`config.mk`:
```
export PLATFORM = sky130hd
export DESIGN_NAME = ucd_desc_store
export DESIGN_NICKNAME = d
export VERILOG_FILES = /design/src/logic/ucd_pkg.sv /design/src/logic/ucd_desc_store.sv
export SDC_FILE = /design/constraint.sdc
export NUM_CORES = 1
export LEC_CHECK = 0
export BUFFER_PORTS_ARGS = -buffer_cell sky130_fd_sc_hd__buf_2
export CAP_MARGIN = 40
export CORE_MARGIN = 2
export CORE_UTILIZATION = 42
export CTS_BUF_LIST = sky130_fd_sc_hd__clkbuf_4 sky130_fd_sc_hd__clkbuf_8 sky130_fd_sc_hd__clkbuf_16
export CTS_CLUSTER_SIZE = 12
export DETAILED_ROUTE_END_ITERATION = 8
export MAX_ROUTING_LAYER = met4
export SKIP_CTS_REPAIR_TIMING = 1
export SYNTH_ARGS = -nofsm -noshare
export SYNTH_HDL_FRONTEND = slang
export SYNTH_SLANG_ARGS = --single-unit
```
`constraint.sdc`:
```
create_clock -name pclk -period 3.19 [get_ports pclk]
set_input_delay 0.319 -clock pclk [delete_from_list [all_inputs] [get_ports pclk]]
set_output_delay 0.319 -clock pclk [all_outputs]
set_load 0.02 [all_outputs]
```
`src/logic/ucd_pkg.sv`:
```
// How it works
// - configuration descriptor is nine bytes, same defaults at both speeds
// - configuration type byte always forced to two, image value ignored
// - total length reported as thirty-nine bytes for the whole bundle
// - one interface, configuration selection value one
// - configuration string index from image, zero when nothing loaded
// - attributes byte from image; default bus powered with remote wakeup
// - default attributes follow power and wakeup straps caught at reset
// - max power byte from image; default 01h self, FAh bus powered
// - interface descriptor nine bytes, type four, number zero, three endpoints
// - class, subclass, protocol, string index from image; FFh 00h FFh 00h
// - each endpoint descriptor seven bytes, type five, hardwired except the endpoint 3 interval
// - endpoint 1 bulk in, address 81h, attributes 02h, fixed
// - bulk in max packet 64 bytes full speed, 512 high speed
// - endpoint 2 bulk out, address 02h, bulk attributes, fixed
// - bulk endpoints report polling interval zero
// - endpoint 3 interrupt, 83h, attributes 03h, max packet 10h
// - separate interrupt intervals; defaults 04h high, 01h full speed
// - configuration defaults identical at full and high speed
package ucd_pkg;

    // descriptor constants
    localparam logic [7:0]  CFG_LEN      = 8'h09;
    localparam logic [7:0]  CFG_TYPE     = 8'h02;
    localparam logic [15:0] CFG_TOTAL    = 16'h0027;
    localparam logic [7:0]  CFG_NUM_IF   = 8'h01;
    localparam logic [7:0]  CFG_VALUE    = 8'h01;
    localparam logic [7:0]  IF_LEN       = 8'h09;
    localparam logic [7:0]  IF_TYPE      = 8'h04;
    localparam logic [7:0]  IF_NUMBER    = 8'h00;
    localparam logic [7:0]  IF_ALT       = 8'h00;
    localparam logic [7:0]  IF_NUM_EP    = 8'h03;
    localparam logic [7:0]  EP_LEN       = 8'h07;
    localparam logic [7:0]  EP_TYPE      = 8'h05;
    localparam logic [7:0]  EP1_ADDR     = 8'h81;
    localparam logic [7:0]  EP2_ADDR     = 8'h02;
    localparam logic [7:0]  EP3_ADDR     = 8'h83;
    localparam logic [7:0]  EP_BULK      = 8'h02;
    localparam logic [7:0]  EP_INTR      = 8'h03;
    localparam logic [15:0] MPS_FS       = 16'h0040;
    localparam logic [15:0] MPS_HS       = 16'h0200;
    localparam logic [15:0] MPS_INTR     = 16'h0010;
    localparam logic [7:0]  BULK_IVAL    = 8'h00;
    localparam int          BUNDLE_BYTES = 39;

    // defaults of image-loaded fields
    localparam logic [7:0] DEF_ICFG      = 8'h00;
    localparam logic [7:0] DEF_ATTR      = 8'hA0;
    localparam logic [7:0] ATTR_BASE     = 8'h80;
    localparam int         ATTR_SELF_BIT = 6;
    localparam int         ATTR_RWK_BIT  = 5;
    localparam logic [7:0] DEF_PWR_SELF  = 8'h01;
    localparam logic [7:0] DEF_PWR_BUS   = 8'hFA;
    localparam logic [7:0] DEF_CLASS     = 8'hFF;
    localparam logic [7:0] DEF_SUBCLASS  = 8'h00;
    localparam logic [7:0] DEF_PROTOCOL  = 8'hFF;
    localparam logic [7:0] DEF_IIF       = 8'h00;
    localparam logic [7:0] DEF_IVAL_HS   = 8'h04;
    localparam logic [7:0] DEF_IVAL_FS   = 8'h01;

    // register map, byte addresses
    localparam logic [7:0] REG_CTRL      = 8'h00;
    localparam logic [7:0] REG_CFG       = 8'h04;
    localparam logic [7:0] REG_IFC       = 8'h08;
    localparam logic [7:0] REG_POLL      = 8'h0C;
    localparam logic [7:0] REG_STATUS    = 8'h10;
    localparam int         ADDR_W        = 8;
    localparam int         STRAP_SETTLE  = 3;

    typedef struct packed {
        logic [7:0] icfg;
        logic [7:0] attr;
        logic [7:0] max_power;
        logic [7:0] type_img;
    } ucd_cfg_img_type;

    typedef struct packed {
        logic [7:0] iface_class;
        logic [7:0] subclass;
        logic [7:0] protocol;
        logic [7:0] iif;
    } ucd_ifc_img_type;

    typedef struct packed {
        logic       valid;
        logic [5:0] offset;
        logic       speed_hs;
    } ucd_req_type;

    typedef struct packed {
        logic       valid;
        logic [7:0] data;
        logic       last;
        logic       beyond;
    } ucd_rsp_type;

endpackage

```
`src/logic/ucd_desc_store.sv`:
```
`timescale 1ns/1ps
`default_nettype none
module ucd_desc_store (
    // apb slave
    input  wire logic                      pclk,
    input  wire logic                      presetn,
    input  wire logic                      psel,
    input  wire logic                      penable,
    input  wire logic                      pwrite,
    input  wire logic [ucd_pkg::ADDR_W-1:0] paddr,
    input  wire logic [31:0]               pwdata,
    output logic      [31:0]               prdata,
    output logic                           pready,
    output logic                           pslverr,
    // straps, from pins
    input  wire logic                      power_source_strap,
    input  wire logic                      remote_wakeup_strap,
    // descriptor requests from the control engine
    input  wire ucd_pkg::ucd_req_type      req,
    output ucd_pkg::ucd_rsp_type           rsp
);
    import ucd_pkg::*;

    ////////////////////////////////////////////////////////////////////////
    // strap capture: three stage sync, latched once after reset release

    logic [2:0] pwr_sync_q;
    logic [2:0] rwk_sync_q;
    logic [1:0] settle_q;
    logic [1:0] settle_d;
    logic       strap_done_q;
    logic       self_pwr_q;
    logic       rwk_q;
    logic       straps_agree;
    logic       strap_take;

    assign straps_agree = (pwr_sync_q[1] == pwr_sync_q[2])
                        && (rwk_sync_q[1] == rwk_sync_q[2]);
    assign strap_take   = !strap_done_q
                        && (settle_q == 2'(STRAP_SETTLE))
                        && straps_agree;
    assign settle_d     = (settle_q == 2'(STRAP_SETTLE)) ? settle_q
                                                         : settle_q + 2'h1;

    always_ff @(posedge pclk or negedge presetn) begin
        if (!presetn) begin
            pwr_sync_q <= 3'h0;
            rwk_sync_q <= 3'h0;
            settle_q   <= 2'h0;
        end else begin
            pwr_sync_q <= {pwr_sync_q[1:0], power_source_strap};
            rwk_sync_q <= {rwk_sync_q[1:0], remote_wakeup_strap};
            settle_q   <= settle_d;
        end
    end

    // caught once only; later strap motion does not move the defaults
    always_ff @(posedge pclk or negedge presetn) begin
        if (!presetn) begin
            strap_done_q <= 1'b0;
            self_pwr_q   <= 1'b0;
            rwk_q        <= 1'b1;
        end else if (strap_take) begin
            strap_done_q <= 1'b1;
            self_pwr_q   <= pwr_sync_q[2];
            rwk_q        <= rwk_sync_q[2];
        end
    end

    ////////////////////////////////////////////////////////////////////////
    // strap-dependent defaults

    logic [7:0] def_attr;
    logic [7:0] def_power;

    // reads A0h for bus power with remote wakeup
    assign def_attr  = ATTR_BASE
                     | (8'(self_pwr_q) << ATTR_SELF_BIT)
                     | (8'(rwk_q) << ATTR_RWK_BIT);
    assign def_power = self_pwr_q ? DEF_PWR_SELF : DEF_PWR_BUS;

    ////////////////////////////////////////////////////////////////////////
    // apb register file

    logic            loaded_q;
    ucd_cfg_img_type cfg_img_q;
    ucd_ifc_img_type ifc_img_q;
    logic [7:0]      ival_hs_q;
    logic [7:0]      ival_fs_q;
    logic [15:0]     served_q;
    logic [31:0]     prdata_q;
    logic [31:0]     prdata_d;
    logic            pready_q;
    logic            pslverr_q;
    logic            pslverr_d;
    logic            access;
    logic            commit;
    logic            wr_commit;

    function automatic logic hit(input logic [ADDR_W-1:0] a,
                                 input logic [7:0] off);
        hit = (a == off);
    endfunction

    logic sel_ctrl;
    logic sel_cfg;
    logic sel_ifc;
    logic sel_poll;
    logic sel_stat;
    logic mapped;

    assign sel_ctrl  = hit(paddr, REG_CTRL);
    assign sel_cfg   = hit(paddr, REG_CFG);
    assign sel_ifc   = hit(paddr, REG_IFC);
    assign sel_poll  = hit(paddr, REG_POLL);
    assign sel_stat  = hit(paddr, REG_STATUS);
    assign mapped    = sel_ctrl | sel_cfg | sel_ifc | sel_poll | sel_stat;
    assign access    = psel && penable;
    // one wait state: pready rises on the second access cycle
    assign commit    = access && pready_q;
    assign wr_commit = commit && pwrite && mapped && !sel_stat;
    assign pslverr_d = !mapped || (pwrite && sel_stat);

    assign prdata_d =
        sel_ctrl ? {31'h0, loaded_q} :
        sel_cfg  ? cfg_img_q :
        sel_ifc  ? ifc_img_q :
        sel_poll ? {16'h0, ival_fs_q, ival_hs_q} :
        sel_stat ? {served_q, 4'h0, 1'(strap_done_q), 1'(req.speed_hs),
                    1'(rwk_q), 1'(self_pwr_q), def_attr} :
                   32'h0;

    always_ff @(posedge pclk or negedge presetn) begin
        if (!presetn) begin
            pready_q  <= 1'b0;
            pslverr_q <= 1'b0;
            prdata_q  <= 32'h0;
        end else begin
            pready_q  <= access && !pready_q;
            pslverr_q <= access && !pready_q && pslverr_d;
            prdata_q  <= (access && !pready_q && !pwrite) ? prdata_d
                                                          : 32'h0;
        end
    end

    // image fields reset to plain defaults; strap defaults apply until load
    always_ff @(posedge pclk or negedge presetn) begin
        if (!presetn) begin
            loaded_q  <= 1'b0;
            cfg_img_q <= {DEF_ICFG, DEF_ATTR, DEF_PWR_BUS, CFG_TYPE};
            ifc_img_q <= {DEF_CLASS, DEF_SUBCLASS, DEF_PROTOCOL, DEF_IIF};
            ival_hs_q <= DEF_IVAL_HS;
            ival_fs_q <= DEF_IVAL_FS;
        end else if (wr_commit) begin
            if (sel_ctrl)
                loaded_q <= pwdata[0];
            if (sel_cfg)
                cfg_img_q <= pwdata;
            if (sel_ifc)
                ifc_img_q <= pwdata;
            if (sel_poll) begin
                ival_hs_q <= pwdata[7:0];
                ival_fs_q <= pwdata[15:8];
            end
        end
    end

    ////////////////////////////////////////////////////////////////////////
    // effective field values

    logic [7:0] eff_icfg;
    logic [7:0] eff_attr;
    logic [7:0] eff_power;
    logic [7:0] eff_class;
    logic [7:0] eff_sub;
    logic [7:0] eff_proto;
    logic [7:0] eff_iif;
    logic [7:0] eff_ival;
    logic [15:0] bulk_mps;

    assign eff_icfg  = loaded_q ? cfg_img_q.icfg : DEF_ICFG;
    assign eff_attr  = loaded_q ? cfg_img_q.attr : def_attr;
    assign eff_power = loaded_q ? cfg_img_q.max_power : def_power;
    assign eff_class = loaded_q ? ifc_img_q.iface_class : DEF_CLASS;
    assign eff_sub   = loaded_q ? ifc_img_q.subclass : DEF_SUBCLASS;
    assign eff_proto = loaded_q ? ifc_img_q.protocol : DEF_PROTOCOL;
    assign eff_iif   = loaded_q ? ifc_img_q.iif : DEF_IIF;
    // interval table always live; defaults sit in the reset values
    assign eff_ival  = req.speed_hs ? ival_hs_q : ival_fs_q;
    assign bulk_mps  = req.speed_hs ? MPS_HS : MPS_FS;

    ////////////////////////////////////////////////////////////////////////
    // descriptor bundle: config, interface, ep1, ep2, ep3, in wire order

    logic [BUNDLE_BYTES*8-1:0] bundle;

    // standard-fixed fields are hardwired, so an image that disagrees
    // cannot corrupt them
    assign bundle = {
        CFG_LEN,
        CFG_TYPE,
        CFG_TOTAL[7:0], CFG_TOTAL[15:8],
        CFG_NUM_IF, CFG_VALUE,
        eff_icfg, eff_attr, eff_power,
        IF_LEN, IF_TYPE, IF_NUMBER, IF_ALT, IF_NUM_EP,
        eff_class, eff_sub, eff_proto, eff_iif,
        EP_LEN, EP_TYPE, EP1_ADDR, EP_BULK,
        bulk_mps[7:0], bulk_mps[15:8], BULK_IVAL,
        EP_LEN, EP_TYPE, EP2_ADDR, EP_BULK,
        bulk_mps[7:0], bulk_mps[15:8], BULK_IVAL,
        EP_LEN, EP_TYPE, EP3_ADDR, EP_INTR,
        MPS_INTR[7:0], MPS_INTR[15:8], eff_ival
    };

    ////////////////////////////////////////////////////////////////////////
    // request service: one byte per request, answered next edge

    logic       in_range;
    logic       is_last;
    logic [7:0] byte_sel;
    logic [5:0] rev_idx;
    ucd_rsp_type rsp_q;
    ucd_rsp_type rsp_d;

    assign in_range = (req.offset < 6'(BUNDLE_BYTES));
    assign is_last  = (req.offset == 6'(BUNDLE_BYTES - 1));
    assign rev_idx  = 6'(BUNDLE_BYTES - 1) - req.offset;
    // out of range reads as zero rather than aliasing
    assign byte_sel = in_range ? bundle[rev_idx*8 +: 8] : 8'h00;
    assign rsp_d    = '{valid:  req.valid,
                        data:   req.valid ? byte_sel : 8'h00,
                        last:   req.valid && is_last,
                        beyond: req.valid && !in_range};

    always_ff @(posedge pclk or negedge presetn) begin
        if (!presetn) begin
            rsp_q    <= '0;
            served_q <= 16'h0;
        end else begin
            rsp_q <= rsp_d;
            if (req.valid && is_last)
                served_q <= served_q + 16'h1;
        end
    end

    assign prdata  = prdata_q;
    assign pready  = pready_q;
    assign pslverr = pslverr_q;
    assign rsp     = rsp_q;

endmodule
`default_nettype wire

```
== Word level (Yosys, flattened, before mapping) ==
Index checks and enable logic that the tools add are counted.

* Register bits after elaboration: 153
* Bits of input ports: 55
* Output and inout port bits: 45
* Word-level logic and storage cells: 87

* Add/sub/neg operators: 3
* Magnitude comparators: 1
* Equality and inequality tests: 8
* Shift-type cells: 1
* Muxes and demuxes: 18
* Bitwise operators: 5
* Reduce and logical (&&, ||, !) cells: 26

{| class="wikitable"
|+ Operator list
! kind !! number
|-
| 312-bit by 10-bit indexed part select with 8-bit output || 1
|-
| 32-bit two-way mux || 6
|-
| 8-bit two-way mux || 11
|-
| 16-bit by 1-bit adder with 16-bit output (second input constant) || 1
|-
| 8-bit by 4-bit == test with 1-bit output (second input constant) || 2
|-
| 1-bit logical AND || 14
|-
| 10-bit two-way mux || 1
|-
| 8-bit by 3-bit == test with 1-bit output (second input constant) || 1
|-
| 8-bit by 5-bit == test with 1-bit output (second input constant) || 1
|-
| 8-bit zero test || 1
|-
| 8-bit by 6-bit bitwise OR with 8-bit output || 1
|-
| 2-bit AND reduction || 4
|-
| 6-bit == test (second input constant) || 1
|-
| 1-bit zero test || 6
|-
| 6-bit less-than comparator (second input constant) || 1
|-
| 6-bit subtractor (first input constant) || 1
|-
| 1-bit bitwise OR || 4
|-
| 2-bit by 1-bit adder with 2-bit output (second input constant) || 1
|-
| 1-bit == test || 2
|-
| 2-bit == test (second input constant) || 1
|-
| 1-bit logical OR || 1
|}

== Longest topological paths before layout ==
* Depth after elaboration: 8
* Mapped depth: 11
* Gate-level depth less buffers: 7

== Worst setup path after synthesis ==
Ideal clock, no wire load.

* Path type: input-to-reg
* From: input req[1] (netlist name)
* To: register rsp_q (netlist bit rsp[3])
* Arrival: 2.232 ns
* Required time: 3.068 ns
* Slack: 0.837 ns
* Stages on the path: 10
* Cell sequence: buf_2 -> inv_1 -> clkbuf_1 -> ha_1 -> buf_2 -> buf_1 -> o211ai_1 -> o41ai_1 -> o211ai_1 -> a2111oi_1

{| class="wikitable"
|+ RTL lines
! item !! line !! text
|-
| from (decl) || ucd_desc_store.sv:19 || <nowiki>input wire ucd_pkg::ucd_req_type req,</nowiki>
|-
| to (signal assigned) || ucd_desc_store.sv:240 || <nowiki>rsp_q <= rsp_d;</nowiki>
|-
| to (decl) || ucd_desc_store.sv:222 || <nowiki>ucd_rsp_type rsp_q;</nowiki>
|}

==> results by group <==
Outcome
  – Status: completed

Logic synthesis
  – Post-Syn Area per Cell: 11.5 µm²
  – Yosys top cell area share: 0.392
  – Register bit count reported by yosys: 153
  – Warnings, synthesis: 0
  – Post-synth EDFFs: 0
  – Unique masters post-synth: 69
  – Sequential-to-total area share from yosys stat: 0.484
  – Main area contributors after synthesis: dfrtp_1 (39%), dfstp_2 (9.2%), mux2_4 (5.6%), mux2_2 (5.1%), mux2_1 (4.5%)
  – Syn Nets: 758
  – Ys flop type: dfrtp_1
  – Syn Inst Count: 696
  – Fraction of registers with async set or reset after synthesis: 1.00
  – Syn Std Cell Area: 7990 µm²
  – Most area-hungry cell type in the Yosys netlist: dfrtp_1

Die
  – FP Rows: 50
  – Die width: between 100 and 150 µm
  – Initial Utilization: 0.427
  – IO Pins: 100
  – Die Area: 20100 µm²
  – Die height: roughly 140 µm
  – Core Area: roughly 19000 µm²

Pwr
  – Max rail drop VDD: 0.000379 V
  – Pwr per Cell Area: a little under 500 nW/µm²
  – Lkg Pwr: about 4.4 nW

STA
  – Fmax: 413 MHz
  – Max_slew headroom: 0.420
  – Tmin final: roughly 2.4 ns
  – Worst-Margin Slew: 0.868 ns
  – Worst Skew: 0.0108 ns
  – RSZ-0062 raised after global routing: false
  – Max Slew Vio Count: 0
  – Fin Setup TNS: 0 ns
  – WHS: ~0.034 ns
  – Final Hold Viols: 0
  – Period utilisation layout: 0.760
  – Endpoints failing setup: 0

Min path
  – Beginning of the worst hold path: req[7]
  – Hold worst-path end: rsp[10]
  – WHS Path Cells: 1
  – HP Class: in2reg

Global routing
  – First-pass GRT wire length: about 37000 µm
  – GR Overflow Total: 0
  – Vias in the first global route: 6222
  – Maximum number of pins on one net before global-route repair: 73
  – All-layer global routing usage: 0.254
  – Initial antenna violation count: 0

Detailed routing
  – First DRT Iteration DRCs: 480
  – Wirelength per Cell: 22.9 µm
  – Post-route antenna net violation count: 0
  – Vias: between 6000 and 7000
  – Drt total wl: between 20000 and 25000 µm
  – Via density: 5.89
  – # DRC: 0
  – DRT Pass-1 Iters: 5

Layout
  – Design area: 9360 µm²
  – Number of fillers in the final layout: 1691
  – Most frequent cells in the layout: dfrtp_1 (125), buf_2 (98), nor2_1 (48)
  – Fin util: 0.500
  – ANT cells: 0
  – Nets@finish: around 860
  – Most common cell after layout, fill and taps aside: dfrtp_1
  – Synth-to-layout area growth: 17.1%
  – Ratio of cells with drive above 1 in the final layout: 0.328

Clocking
  – H-tree depth: 4
  – # clock sinks: around 150
  – Worst skew pair latency: 0.43 ns
  – CTS Buf Count: 17
  – Clock-pin transition on the worst setup and hold timing paths: ~0.07 ns
  – CTS tree: yes
  – Max clock buf depth: 2
  – Root Buffer Master: clkbuf_16

Placement
  – Gp weighted congestion: 1.01
  – Post-DP HPWL: roughly 18000 µm
  – # port buffers: 99
  – DP Area: 8720 µm²

Critical path
  – WS Path Type: in2reg
  – Reg2reg start: loaded_q
  – Worst Path Max Fanout: 16
  – Critical path startpoint: req[2]
  – Worst Setup Start Kind: primary input
  – Worst Path Required: ~3.5 ns
  – Worst Reg-to-Reg Cells: 5
  – Reg2Reg Capture Point: rsp[7]
  – CP Capture Type: flip-flop
  – Worst path arrival time: 2.72 ns
  – R2r setup slk: 0.78 ns

Run
  – Maxcap violations: 0
-- where the power goes --
part,switching (mW),internal [mW],total (mW)
Clock,0.875,1.22,2.09
Combinational,0.334,0.183,0.518
Sequential,0.0448,1.98,2.03
-- layer usage --
layer | vias to the layer above | track usage | part of all wire
met5 | - | - | 0
met4 | 0 | 0.0647 | 0.018
met3 | 33 | 0.0371 | 0.046
met2 | 216 | 0.399 | 0.47
met1 | 3126 | 0.348 | 0.46
li1 | 2777 | - | -
-- area by class of cell --
cell class | count | area (µm²) | area share
Clock inverter | 13 | 156 | 0.0167
Timing Repair Buffer | 127 | 728 | 0.0778
Sequential cell | 153 | 3860 | 0.413
Inverter | 11 | 41.3 | 0.00441
Multi-Input combinational cell | 487 | 3820 | 0.409
Clock buffer | 19 | 453 | 0.0484
Tap cell | 234 | 293 | 0.0313
-- logic make-up (layout without fill, tap and decap cells) --
kind of cell	after synthesis	count (layout)	share of synthesized area
AO/OA/AOI/OAI	179	179	0.157
AND/OR/NAND/NOR	162	162	0.110
flip-flops	153	153	0.484
multiplexers	111	111	0.169
buffers and inverters	56	170	0.0377
XOR/XNOR	28	28	0.0316
adder cells (fa/ha/maj)	7	7	0.0110
-- synthesized netlist by cell type, types with 15 or more instances --
master and count:
a22o_1 15, mux2_4 30, a22oi_1 32, mux2_2 36, dfrtp_1 125, o21ai_0 31, a21oi_1 30, mux2_1 32
nor2_1 48, dfstp_2 28, nand2_1 29, clkbuf_1 18, xnor2_1 19
-- sequential cells by signal, indices dropped and copies added, names as in the netlist --
register      flops
cfg_img_q        32
ival_hs_q         8
self_pwr_q        1
pready            1
loaded_q          1
served_q         16
settle_q          2
prdata           32
pslverr           1
pwr_sync_q        3
ival_fs_q         8
rwk_sync_q        3
strap_done_q      1
ifc_img_q        32
rwk_q             1
rsp              11
-- how the worst max path moves through the flow --
stage	to
4_1_cts	rsp[3]
5_1_grt	rsp[3]
2_1_floorplan	rsp[3]
3_5_place_dp	rsp[3]
6_report	rsp[3]
3_3_place_gp	rsp[3]
-- per-stage QoR --
step           power (mW)  instances  setup slack, ns
3_5_place_dp         2.57       1009            0.345
2_1_floorplan        2.33        696            0.837
3_3_place_gp         2.57       1007            0.233
4_1_cts              4.66       1041            0.781
6_report             4.64       1044            0.767
5_1_grt              4.80       1044            0.659
-- critical path, cell delays in order --
cell and delay [ns]:
buf_2 0.18, ha_1 0.23, buf_4 0.19, xnor2_2 0.63
o21ai_0 0.26, o211ai_1 0.30, o211ai_1 0.14, a2111oi_1 0.47
Note: power is estimated with default switching activity, not from simulation.
